<file path="config.mk">
export PLATFORM = sky130hd
export DESIGN_NAME = spi_buffer_status
export DESIGN_NICKNAME = d
export VERILOG_FILES = /design/src/byte_fifo.v /design/src/spi_buffer_status.v
export VERILOG_INCLUDE_DIRS = /design/src
export SDC_FILE = /design/constraint.sdc
export NUM_CORES = 1
export LEC_CHECK = 0
export ABC_AREA = 1
export BUFFER_PORTS_ARGS = -buffer_cell sky130_fd_sc_hd__buf_2
export CORE_ASPECT_RATIO = 0.8
export CORE_UTILIZATION = 61
export DETAILED_ROUTE_END_ITERATION = 10
export PLACE_DENSITY = 0.95
export SYNTH_ARGS = -nofsm -noshare
export SYNTH_HDL_FRONTEND = slang
export SYNTH_SLANG_ARGS = --single-unit
</file>
<file path="constraint.sdc">
create_clock -name clock -period 4.5 [get_ports clock]
set_clock_uncertainty 0.05 [all_clocks]
set_input_delay 0.45 -clock clock [delete_from_list [all_inputs] [get_ports clock]]
set_output_delay 0.45 -clock clock [all_outputs]
set_load 0.05 [all_outputs]
</file>
<file path="src/spi_buf_map.vh">
// register map and field constants for the buffer status block
`ifndef SPI_BUF_MAP_VH
`define SPI_BUF_MAP_VH
`define ADDR_STATUS      4'h0
`define ADDR_RXBUF       4'h4
`define ADDR_TXBUF       4'h8
`define ADDR_IRQ_STATUS  4'hC
`define ADDR_IRQ_MASK    4'h0
`define ADDR_IRQ_MASK_W  4'h0
`define BIT_TX_WRITE_ERROR         7
`define BIT_TX_FIFO_EMPTY_FLAG         5
`define BIT_RX_READ_ERROR         3
`define BIT_FLUSH        2
`define BIT_RX_FIFO_FULL_FLAG         0
`define IRQ_TX_WRITE_ERROR         0
`define IRQ_RX_READ_ERROR         1
`define IRQ_WIDTH        2
`define ADDR_MASK        5'h10
`define ADDR_WIDTH       5
`define STATUS_IMPL      8'hA9
`define STATUS_BITS      8
`endif

</file>
<file path="src/byte_fifo.v">
// synchronous byte queue with flush
`timescale 1ns/1ps
`default_nettype none
module byte_fifo #(
	parameter WIDTH = 8,
	parameter DEPTH_LOG2 = 3
) (
	input  wire             clock,
	input  wire             sys_rst,
	input  wire             flush,
	input  wire             pushValid,
	input  wire [WIDTH-1:0] pushData,
	output wire             pushReady,
	input  wire             popReady,
	output wire             popValid,
	output wire [WIDTH-1:0] popData,
	output wire [DEPTH_LOG2:0] level
);
	localparam DEPTH = 1 << DEPTH_LOG2;
	reg [WIDTH-1:0]      mem [0:DEPTH-1];
	reg [DEPTH_LOG2:0]   wrPtr_q;
	reg [DEPTH_LOG2:0]   rdPtr_q;
	wire                 doPush;
	wire                 doPop;

	assign level     = wrPtr_q - rdPtr_q;
	assign popValid  = (level != {(DEPTH_LOG2+1){1'b0}});
	assign pushReady = (level[DEPTH_LOG2] == 1'b0);
	assign popData   = mem[rdPtr_q[DEPTH_LOG2-1:0]];
	assign doPush    = pushValid & pushReady & ~flush;
	assign doPop     = popReady & popValid & ~flush;

	always @(posedge clock) begin
		if (doPush)
			mem[wrPtr_q[DEPTH_LOG2-1:0]] <= pushData;
	end

	always @(posedge clock or posedge sys_rst) begin
		if (sys_rst) begin
			wrPtr_q <= {(DEPTH_LOG2+1){1'b0}};
			rdPtr_q <= {(DEPTH_LOG2+1){1'b0}};
		end else if (flush) begin
			wrPtr_q <= {(DEPTH_LOG2+1){1'b0}};
			rdPtr_q <= {(DEPTH_LOG2+1){1'b0}};
		end else begin
			if (doPush)
				wrPtr_q <= wrPtr_q + 1'b1;
			if (doPop)
				rdPtr_q <= rdPtr_q + 1'b1;
		end
	end
endmodule // byte_fifo
`default_nettype wire

</file>
<file path="src/spi_buffer_status.v">
// buffer status, receive read and transmit write logic of the serial port
//
// The Wishbone slave port and the address map are this design's own decisions.
`timescale 1ns/1ps
`default_nettype none
`include "spi_buf_map.vh"

// Behaviour
// - writing transmit buffer while transmit queue full sets tx write error
// - transmit empty flag reads 1 while transmit queue empty; reset 1
// - reading receive buffer while receive queue empty sets rx read error
// - writing 1 to flush bit empties both queues; 0 does nothing
// - receive full flag reads 1 exactly when receive queue full
// - receive buffer read returns oldest byte, removes it
// - empty receive read returns zero, occupancy unchanged, sets error
module spi_buffer_status #(
	parameter DEPTH_LOG2 = 3
) (
	input  wire                  clock,
	input  wire                  sys_rst,
	input  wire                  wb_cyc_i,
	input  wire                  wb_stb_i,
	input  wire                  wb_we_i,
	input  wire [`ADDR_WIDTH-1:0] wb_adr_i,
	input  wire [31:0]           wb_dat_i,
	input  wire [3:0]            wb_sel_i,
	output reg  [31:0]           wb_dat_o,
	output reg                   wb_ack_o,
	input  wire                  rxPushValid,
	input  wire [7:0]            rxPushData,
	output wire                  rxPushReady,
	input  wire                  txPopReady,
	output wire                  txPopValid,
	output wire [7:0]            txPopData,
	output wire [DEPTH_LOG2:0]   rxLevel,
	output wire [DEPTH_LOG2:0]   txLevel,
	output wire                  irq
);
	// ==========================================================
	// bus decode
	wire        req;
	wire        wrStrobe;
	wire        rdStrobe;
	wire        lane0;
	wire        selStatus;
	wire        selRx;
	wire        selTx;
	wire        selIrq;
	wire        selMask;
	reg         txWriteErr_q;
	reg         rxReadErr_q;
	reg  [`IRQ_WIDTH-1:0] irqMask_q;
	wire        rxEmpty;
	wire        rxFull;
	wire        txEmpty;
	wire        txFull;
	wire        flushNow;
	wire [7:0]  rxHead;
	wire        rxPopValid;
	wire        txPushReady;
	wire        rxRead;
	wire        txWrite;
	wire        setTxErr;
	wire        setRxErr;
	wire [7:0]  statusByte;
	wire [`IRQ_WIDTH-1:0] irqStatus;
	wire        statusWrite;
	wire        txBufWrite;
	wire        rxBufRead;
	wire        maskWrite;
	wire        clrTxErr;
	wire        clrRxErr;
	wire [7:0]  statusRaw;
	wire [7:0]  statusImpl;
	reg  [31:0] readWord_d;

	assign req      = wb_cyc_i & wb_stb_i & ~wb_ack_o;
	assign wrStrobe = req & wb_we_i;
	assign rdStrobe = req & ~wb_we_i;
	assign lane0    = wb_sel_i[0];

	assign selStatus = (wb_adr_i == {1'b0, `ADDR_STATUS});
	assign selRx     = (wb_adr_i == {1'b0, `ADDR_RXBUF});
	assign selTx     = (wb_adr_i == {1'b0, `ADDR_TXBUF});
	assign selIrq    = (wb_adr_i == {1'b0, `ADDR_IRQ_STATUS});
	assign selMask   = (wb_adr_i == `ADDR_MASK);

	// ==========================================================
	// queues
	assign rxEmpty = ~rxPopValid;
	assign txFull  = ~txPushReady;
	assign rxFull  = ~rxPushReady;
	assign txEmpty = ~txPopValid;

	// ==========================================================
	// write and read decode
	assign statusWrite = wrStrobe & selStatus & lane0;
	assign txBufWrite  = wrStrobe & selTx & lane0;
	assign rxBufRead   = rdStrobe & selRx;
	assign maskWrite   = wrStrobe & selMask & lane0;
	assign clrTxErr    = statusWrite & wb_dat_i[`BIT_TX_WRITE_ERROR];
	assign clrRxErr    = statusWrite & wb_dat_i[`BIT_RX_READ_ERROR];
	assign flushNow    = statusWrite & wb_dat_i[`BIT_FLUSH];
	assign rxRead      = rxBufRead & ~rxEmpty;
	assign txWrite     = txBufWrite & ~txFull;
	assign setTxErr    = txBufWrite & txFull;
	assign setRxErr    = rxBufRead & rxEmpty;

	byte_fifo #(
		.WIDTH      (8),
		.DEPTH_LOG2 (DEPTH_LOG2)
	) rxQueue (
		.clock     (clock),
		.sys_rst   (sys_rst),
		.flush     (flushNow),
		.pushValid (rxPushValid),
		.pushData  (rxPushData),
		.pushReady (rxPushReady),
		.popReady  (rxRead),
		.popValid  (rxPopValid),
		.popData   (rxHead),
		.level     (rxLevel)
	);

	byte_fifo #(
		.WIDTH      (8),
		.DEPTH_LOG2 (DEPTH_LOG2)
	) txQueue (
		.clock     (clock),
		.sys_rst   (sys_rst),
		.flush     (flushNow),
		.pushValid (txWrite),
		.pushData  (wb_dat_i[7:0]),
		.pushReady (txPushReady),
		.popReady  (txPopReady),
		.popValid  (txPopValid),
		.popData   (txPopData),
		.level     (txLevel)
	);

	// ==========================================================
	// status byte
	assign statusRaw  = {txWriteErr_q, 1'b0, txEmpty, 1'b0,
		rxReadErr_q, 1'b0, 1'b0, rxFull};
	assign statusImpl = `STATUS_IMPL;

	// ==========================================================
	// unimplemented bits forced to zero
	genvar g;
	generate
		for (g = 0; g < `STATUS_BITS; g = g + 1) begin : statusBit
			assign statusByte[g] = statusRaw[g] & statusImpl[g];
		end
	endgenerate

	// ==========================================================
	// error flags and interrupt
	// set wins over a clear in the same cycle
	always @(posedge clock or posedge sys_rst) begin
		if (sys_rst) begin
			txWriteErr_q <= 1'b0;
		end else if (setTxErr) begin
			txWriteErr_q <= 1'b1;
		end else if (clrTxErr) begin
			txWriteErr_q <= 1'b0;
		end
	end

	always @(posedge clock or posedge sys_rst) begin
		if (sys_rst) begin
			rxReadErr_q <= 1'b0;
		end else if (setRxErr) begin
			rxReadErr_q <= 1'b1;
		end else if (clrRxErr) begin
			rxReadErr_q <= 1'b0;
		end
	end

	always @(posedge clock or posedge sys_rst) begin
		if (sys_rst) begin
			irqMask_q <= {`IRQ_WIDTH{1'b0}};
		end else if (maskWrite) begin
			irqMask_q <= wb_dat_i[`IRQ_WIDTH-1:0];
		end
	end

	assign irqStatus = {rxReadErr_q, txWriteErr_q};
	assign irq = |(irqStatus & irqMask_q);

	// ==========================================================
	// read mux
	always @* begin
		readWord_d = 32'h00000000;
		if (selStatus) begin
			readWord_d[7:0] = statusByte;
		end else if (selRx) begin
			readWord_d[7:0] = rxEmpty ? 8'h00 : rxHead;
		end else if (selIrq) begin
			readWord_d[`IRQ_WIDTH-1:0] = irqStatus;
		end else if (selMask) begin
			readWord_d[`IRQ_WIDTH-1:0] = irqMask_q;
		end
	end

	// ==========================================================
	// bus answer
	always @(posedge clock or posedge sys_rst) begin
		if (sys_rst) begin
			wb_ack_o <= 1'b0;
			wb_dat_o <= 32'h00000000;
		end else begin
			wb_ack_o <= req;
			if (rdStrobe) begin
				wb_dat_o <= readWord_d;
			end
		end
	end
endmodule // spi_buffer_status
`default_nettype wire

</file>
# [Word-level counts from Yosys, hierarchy flattened]
# Memories as Yosys holds them, arrays and structs flattened.
# Index checks and enable logic that the tools add are counted.
[totals] mem_count=2 word_cells=87 inputBits=56 mem_bits_rw=128 register_bits=29 out_inout_bits=52
[classes] add_sub_neg=6 n_eq_ne=4 reduce_logical=10 muxes=22 bitwise_logic=34
[memory_table] memory="rxQueue.mem" depth=8 width=8 rd=1 rd_clocked_by_memory_dff=0 wr=1 line="byte_fifo.v:20" rtl="reg [WIDTH-1:0] mem [0:DEPTH-1];"
[memory_table] memory="txQueue.mem" depth=8 width=8 rd=1 rd_clocked_by_memory_dff=0 wr=1 line="byte_fifo.v:20"
[ops] cell="$mux W4" count=8
[ops] cell="$and A1 B1 Y1" count=26
[ops] cell="$add A4 B1 Y4 const B" count=4
[ops] cell="$mux W8" count=2
[ops] cell="$reduce_bool A2 Y1" count=6
[ops] cell="$eq A5 B4 Y1 const B" count=2
[ops] cell="$mux W1" count=8
[ops] cell="$reduce_bool A4 Y1" count=2
[ops] cell="$sub A4 B4 Y4" count=2
[ops] cell="$not A1 Y1" count=7
[ops] cell="$mux W2" count=3
[ops] cell="$mux W6" count=1
[ops] cell="$eq A5 B3 Y1 const B" count=1
[ops] cell="$eq A5 B5 Y1 const B" count=1
[ops] cell="$logic_not A5 Y1" count=1
[ops] cell="$and A2 B2 Y2" count=1
[ops] cell="$reduce_or A2 Y1" count=1

# [Depth between registers and ports, before layout]
[logic_depth] word_depth=10 mapped_depth=13 mapped_depth_nobuf=13

# [Modules after synthesis]
# Synthesis repeated with hierarchy kept, for this count alone.
[unflattened] cells_unflattened=668 area_unflattened_um2=7230.7
[modules_own_cells] module="byte_fifo at txQueue" seq_area_each_um2=2122.0 area_each_um2=3136.8 cells_per_inst=272 n_inst=1
[modules_own_cells] module="byte_fifo at rxQueue" seq_area_each_um2=2122.0 area_each_um2=3128.0 cells_per_inst=272 n_inst=1
[modules_own_cells] module="spi_buffer_status" seq_area_each_um2=325.3 area_each_um2=965.9 cells_per_inst=124 n_inst=1

# [Worst setup path after synthesis]
# Ideal clock, no wire load.
[synth_path] path_kind="register to register" start="register txQueue.rdPtr_q[1]" end="register txQueue.rdPtr_q[0]" arrival_ns=2.955 n_path_buf=2 slack_ns=1.429 setup_ns=0.066 period_less_slack_ns=3.071 required_time_ns=4.384 path_stages_with_launch=12 cell_sequence="dfrtp_1 > buf_2 > inv_1 > buf_2 > fa_1 > xor2_1 > nor2_1 > nand2_1 > nand2_1 > inv_1 > nand3_1 > nand2_1"
[synth_via] elab_chain_cells=5
[synth_rtl] element="from (decl)" line="byte_fifo.v:22" rtl="reg [DEPTH_LOG2:0] rdPtr_q;"
[synth_rtl] element="from (signal assigned)" line="byte_fifo.v:41" rtl="rdPtr_q <= {(DEPTH_LOG2+1){1'b0}};"
[synth_rtl] element="from (signal assigned)" line="byte_fifo.v:44" rtl="rdPtr_q <= {(DEPTH_LOG2+1){1'b0}};"
[synth_rtl] element="from (signal assigned)" line="byte_fifo.v:49" rtl="rdPtr_q <= rdPtr_q + 1'b1;"
[synth_rtl] element="$sub A4 B4 Y4" line="byte_fifo.v:26" rtl="assign level = wrPtr_q - rdPtr_q;"
[synth_rtl] element="named net txLevel[2]" line="spi_buffer_status.v:36" rtl="output wire [DEPTH_LOG2:0] txLevel,"
[synth_rtl] element="$reduce_bool A4 Y1" line="byte_fifo.v:27" rtl="assign popValid = (level != {(DEPTH_LOG2+1){1'b0}});"
[synth_rtl] element="named net txPopValid" line="spi_buffer_status.v:33" rtl="output wire txPopValid,"
[synth_rtl] element="$and A1 B1 Y1 (2 in a row)" line="byte_fifo.v:31" rtl="assign doPop = popReady & popValid & ~flush;"
[synth_rtl] element="$reduce_bool A2 Y1 (no line)"
# The timed path passes the listed nets, and every way through them passes these cells.
# A chain may end at the register's enable or synchronous reset.

# [Worst setup path in the final report]
[layout_path] start="register txQueue.rdPtr_q[1]" end="output txPopValid"
[layout_via] elab_chain_cells=2
[layout_rtl] element="$sub A4 B4 Y4" line="byte_fifo.v:26"
[layout_rtl] element="$reduce_bool A4 Y1" line="byte_fifo.v:27"
[layout_rtl] element="to (decl)" line="spi_buffer_status.v:33"
# Every way passes these cells.

==> results.toml <==
[sta]
slew_viol_final = 0
rsz0062_at_grt = "false"
tightest_slew_ps = 1131
slew_headroom_pct = 24.49
finalCriticalPeriod_ps = 3695
timing.fmax_ghz = 0.2707
finalCritPeriodShare_pct = 82.11
holdWs_ps = 242.4
setup_viol = 0
final_hold_viol_count = 0
setup_tns_ps = 0

[layout]
mostFrequentLayoutCell = "nand2_1"
final_area_um2 = 8133
fillers = 671
fin_util_pct = 70.61
drive_above_1_share_pct = 16.73
synthToLayoutAreaGrowth_pct = 12.67
multiInputGateArea_um2 = 2200
final_cell_mix = "nand2_1, edfxtp_1, nor2_1"
nNetsFinal = 808
seqCellArea_um2 = 4569
n_antenna_cell = 0

[logic_synthesis]
yosysWarningCount = 0
syn_area_um2 = 7218
synth-edff-count = 128
synthDistinctLibCells = 40
avgSynthCellArea_um2 = 10.60
synth_seq_cells = 157
syn_inst = 681
ys_async_sr_fraction_pct = 18.47
seq_area_frac_synth_pct = 63.30
synth_flop_cell = "edfxtp_1"

[cts]
root_buffer = "clkbuf_16"
cts_buffers = 17
cts_buffer_depth = 2
cts_resized = 0
numClockSinks = 157
cts_tree = "done"
cts_setup_buffers = 0
ctsHoldBuffers = 0
clk-insertion-delay-late_ps = 440
path_clk_slew_ps = 80
htree_levels = 4

[setup_path]
crit_fanout = 20
worstSetupEndpoint = "txPopValid"
critical_path_class = "flop to output port"
cp-start-kind = "flop"
critPathArrivalTime_ps = 3190
end_kind = "output port"
required_ps = 4000
startpoint = "txQueue.rdPtr_q[1]$_DFFE_PP0P_"
reg2reg_slack_ps = 820
r2r_end = "txQueue.mem[3][7]$_DFFE_PP_"
r2r_start = "txQueue.rdPtr_q[2]$_DFFE_PP0P_"
r2r_cells = 9

[hold_path]
min_path_type = "primary input to asynchronous set/reset pin"

[job]
max-cap-violations = 0

[floorplan]
dieArea_um2 = 12270
rows = 35
fp.coreArea_um2 = 11520
die_w_um = 123.6
die_y_um = 99.30
ioPinCount = 108
initial_core_util_pct = 62.67

[route]
drt_wl_total_um = 18090
drc = 0
drtIter0Drc = 842
route.antenna.remaining_nets = 0
first_pass_iters = 8
viasPerCell = 6.221
dr_total_vias = 5605
wl_per_cell_um = 20.08

[place]
globalplace.congestion = 0.8811
io_buffers = 56
hpwl_um = 10690
postPlaceCellArea_um2 = 7527

[power_and_ir_drop]
power_density_nw_per_um2 = 590.7
ir_drop_uv = 373.7
cellLeakagePower_nw = 3.412
finalPower_mw = 4.804

[global_route]
grt_usage_pct = 32.05
antenna_found_initial = 0
first_global_vias = 5471
grt_max_degree = 38
grt_pass1_wl_um = 28620
grt-ovfl-total = 0

[outcome]
outcome = "completed"
[synth_stat cells, types with 6 or more instances]
| cell type | instances | share of area, % |
|---|---|---|
| edfxtp_1 | 128 | 53 |
| inv_1 | 46 | 2.4 |
| dfrtp_1 | 29 | 10 |
| xor2_1 | 9 | 1.1 |
| o22ai_1 | 16 | 1.4 |
| nand3_1 | 62 | 4.3 |
| buf_4 | 30 | 3.1 |
| o21ai_1 | 6 | 0.42 |
| o21ai_0 | 47 | 3.3 |
| ha_1 | 10 | 1.7 |
| a21oi_1 | 11 | 0.76 |
| nor2_1 | 80 | 4.2 |
| buf_2 | 11 | 0.76 |
| inv_2 | 6 | 0.31 |
| nand2_1 | 140 | 7.3 |
| clkbuf_1 | 7 | 0.36 |
[through the flow]
| step | setup slack (ps) | cells |
|---|---|---|
| finish | 805.2 | 901 |
| global placement | 1237 | 869 |
| floorplan | 1429 | 704 |
| detailed placement | 1069 | 869 |
| global route | 652.5 | 901 |
| CTS | 896.5 | 901 |
[layer usage]
layer | up-vias | track usage, % | wire length [um] | share of wire (%)
met5 | - | 0 | 0 | 0
met4 | 0 | 19.74 | 946 | 5.2
met3 | 116 | 9.174 | 2559 | 14
met2 | 531 | 47.44 | 8320 | 46
met1 | 2571 | 41.98 | 6263 | 35
li1 | 2387 | - | - | -
[cell type report]
type | instances | area share, %
clock inverter | 15 | 2.215
timing repair buffer | 68 | 4.554
clock buffer | 17 | 5.231
multi-input combinational | 442 | 27.05
inverter | 54 | 2.492
sequential | 157 | 56.18
tap | 148 | 2.277
[state kept, by name, indices dropped and copies added (netlist names), 2 cells and up]
signal	count
txQueue.wrPtr_q	4
rxQueue.wrPtr_q	4
txQueue.rdPtr_q	4
wb_dat_o	8
rxQueue.mem	64
rxQueue.rdPtr_q	4
txQueue.mem	64
irqMask_q	2
[cells by family after synthesis]
| group | Yosys count | share of synthesized area, % |
|---|---|---|
| buf+inv | 105 | 7.419 |
| flops | 157 | 63.30 |
| simple gates | 309 | 19.07 |
| xor+xnor | 9 | 1.092 |
| compound gates | 87 | 6.622 |
| other cells | 1 | 0.05195 |
| mux | 1 | 0.1560 |
| fa+ha+maj | 12 | 2.288 |
[worst max-delay path: stages (launching register included)]
cell and delay (ps):
dfrtp_1 740, inv_1 450, fa_1 590, or2_2 310, nor2_1 270, nand2_1 150
buf_2 240
[worst min-delay path by stage]
stage / slack (ps) / from / depth (start not counted) / endpoint
global route: 240 / wb_dat_i[4] / 1 / txQueue.mem[1][4]$_DFFE_PP_
CTS: 230 / rxPushData[3] / 1 / rxQueue.mem[2][3]$_DFFE_PP_
global placement: 420 / wb_dat_o[1]$_DFFE_PP0P_ / 2 / wb_dat_o[1]$_DFFE_PP0P_
detailed placement: 430 / wb_dat_o[1]$_DFFE_PP0P_ / 2 / wb_dat_o[1]$_DFFE_PP0P_
finish: 240 / sys_rst / 2 / rxQueue.rdPtr_q[0]$_DFFE_PP0P_
floorplan: 440 / rxReadErr_q$_DFFE_PP0P_ / 2 / rxReadErr_q$_DFFE_PP0P_
[power by group]
group          internal, mW  total [mW]  switching, mW
combinational         0.357        1.51           1.15
sequential             1.69        1.81          0.120
clock                 0.838        1.48          0.643
total                  2.89        4.80           1.92
Note: power is estimated with default switching activity, not from simulation.
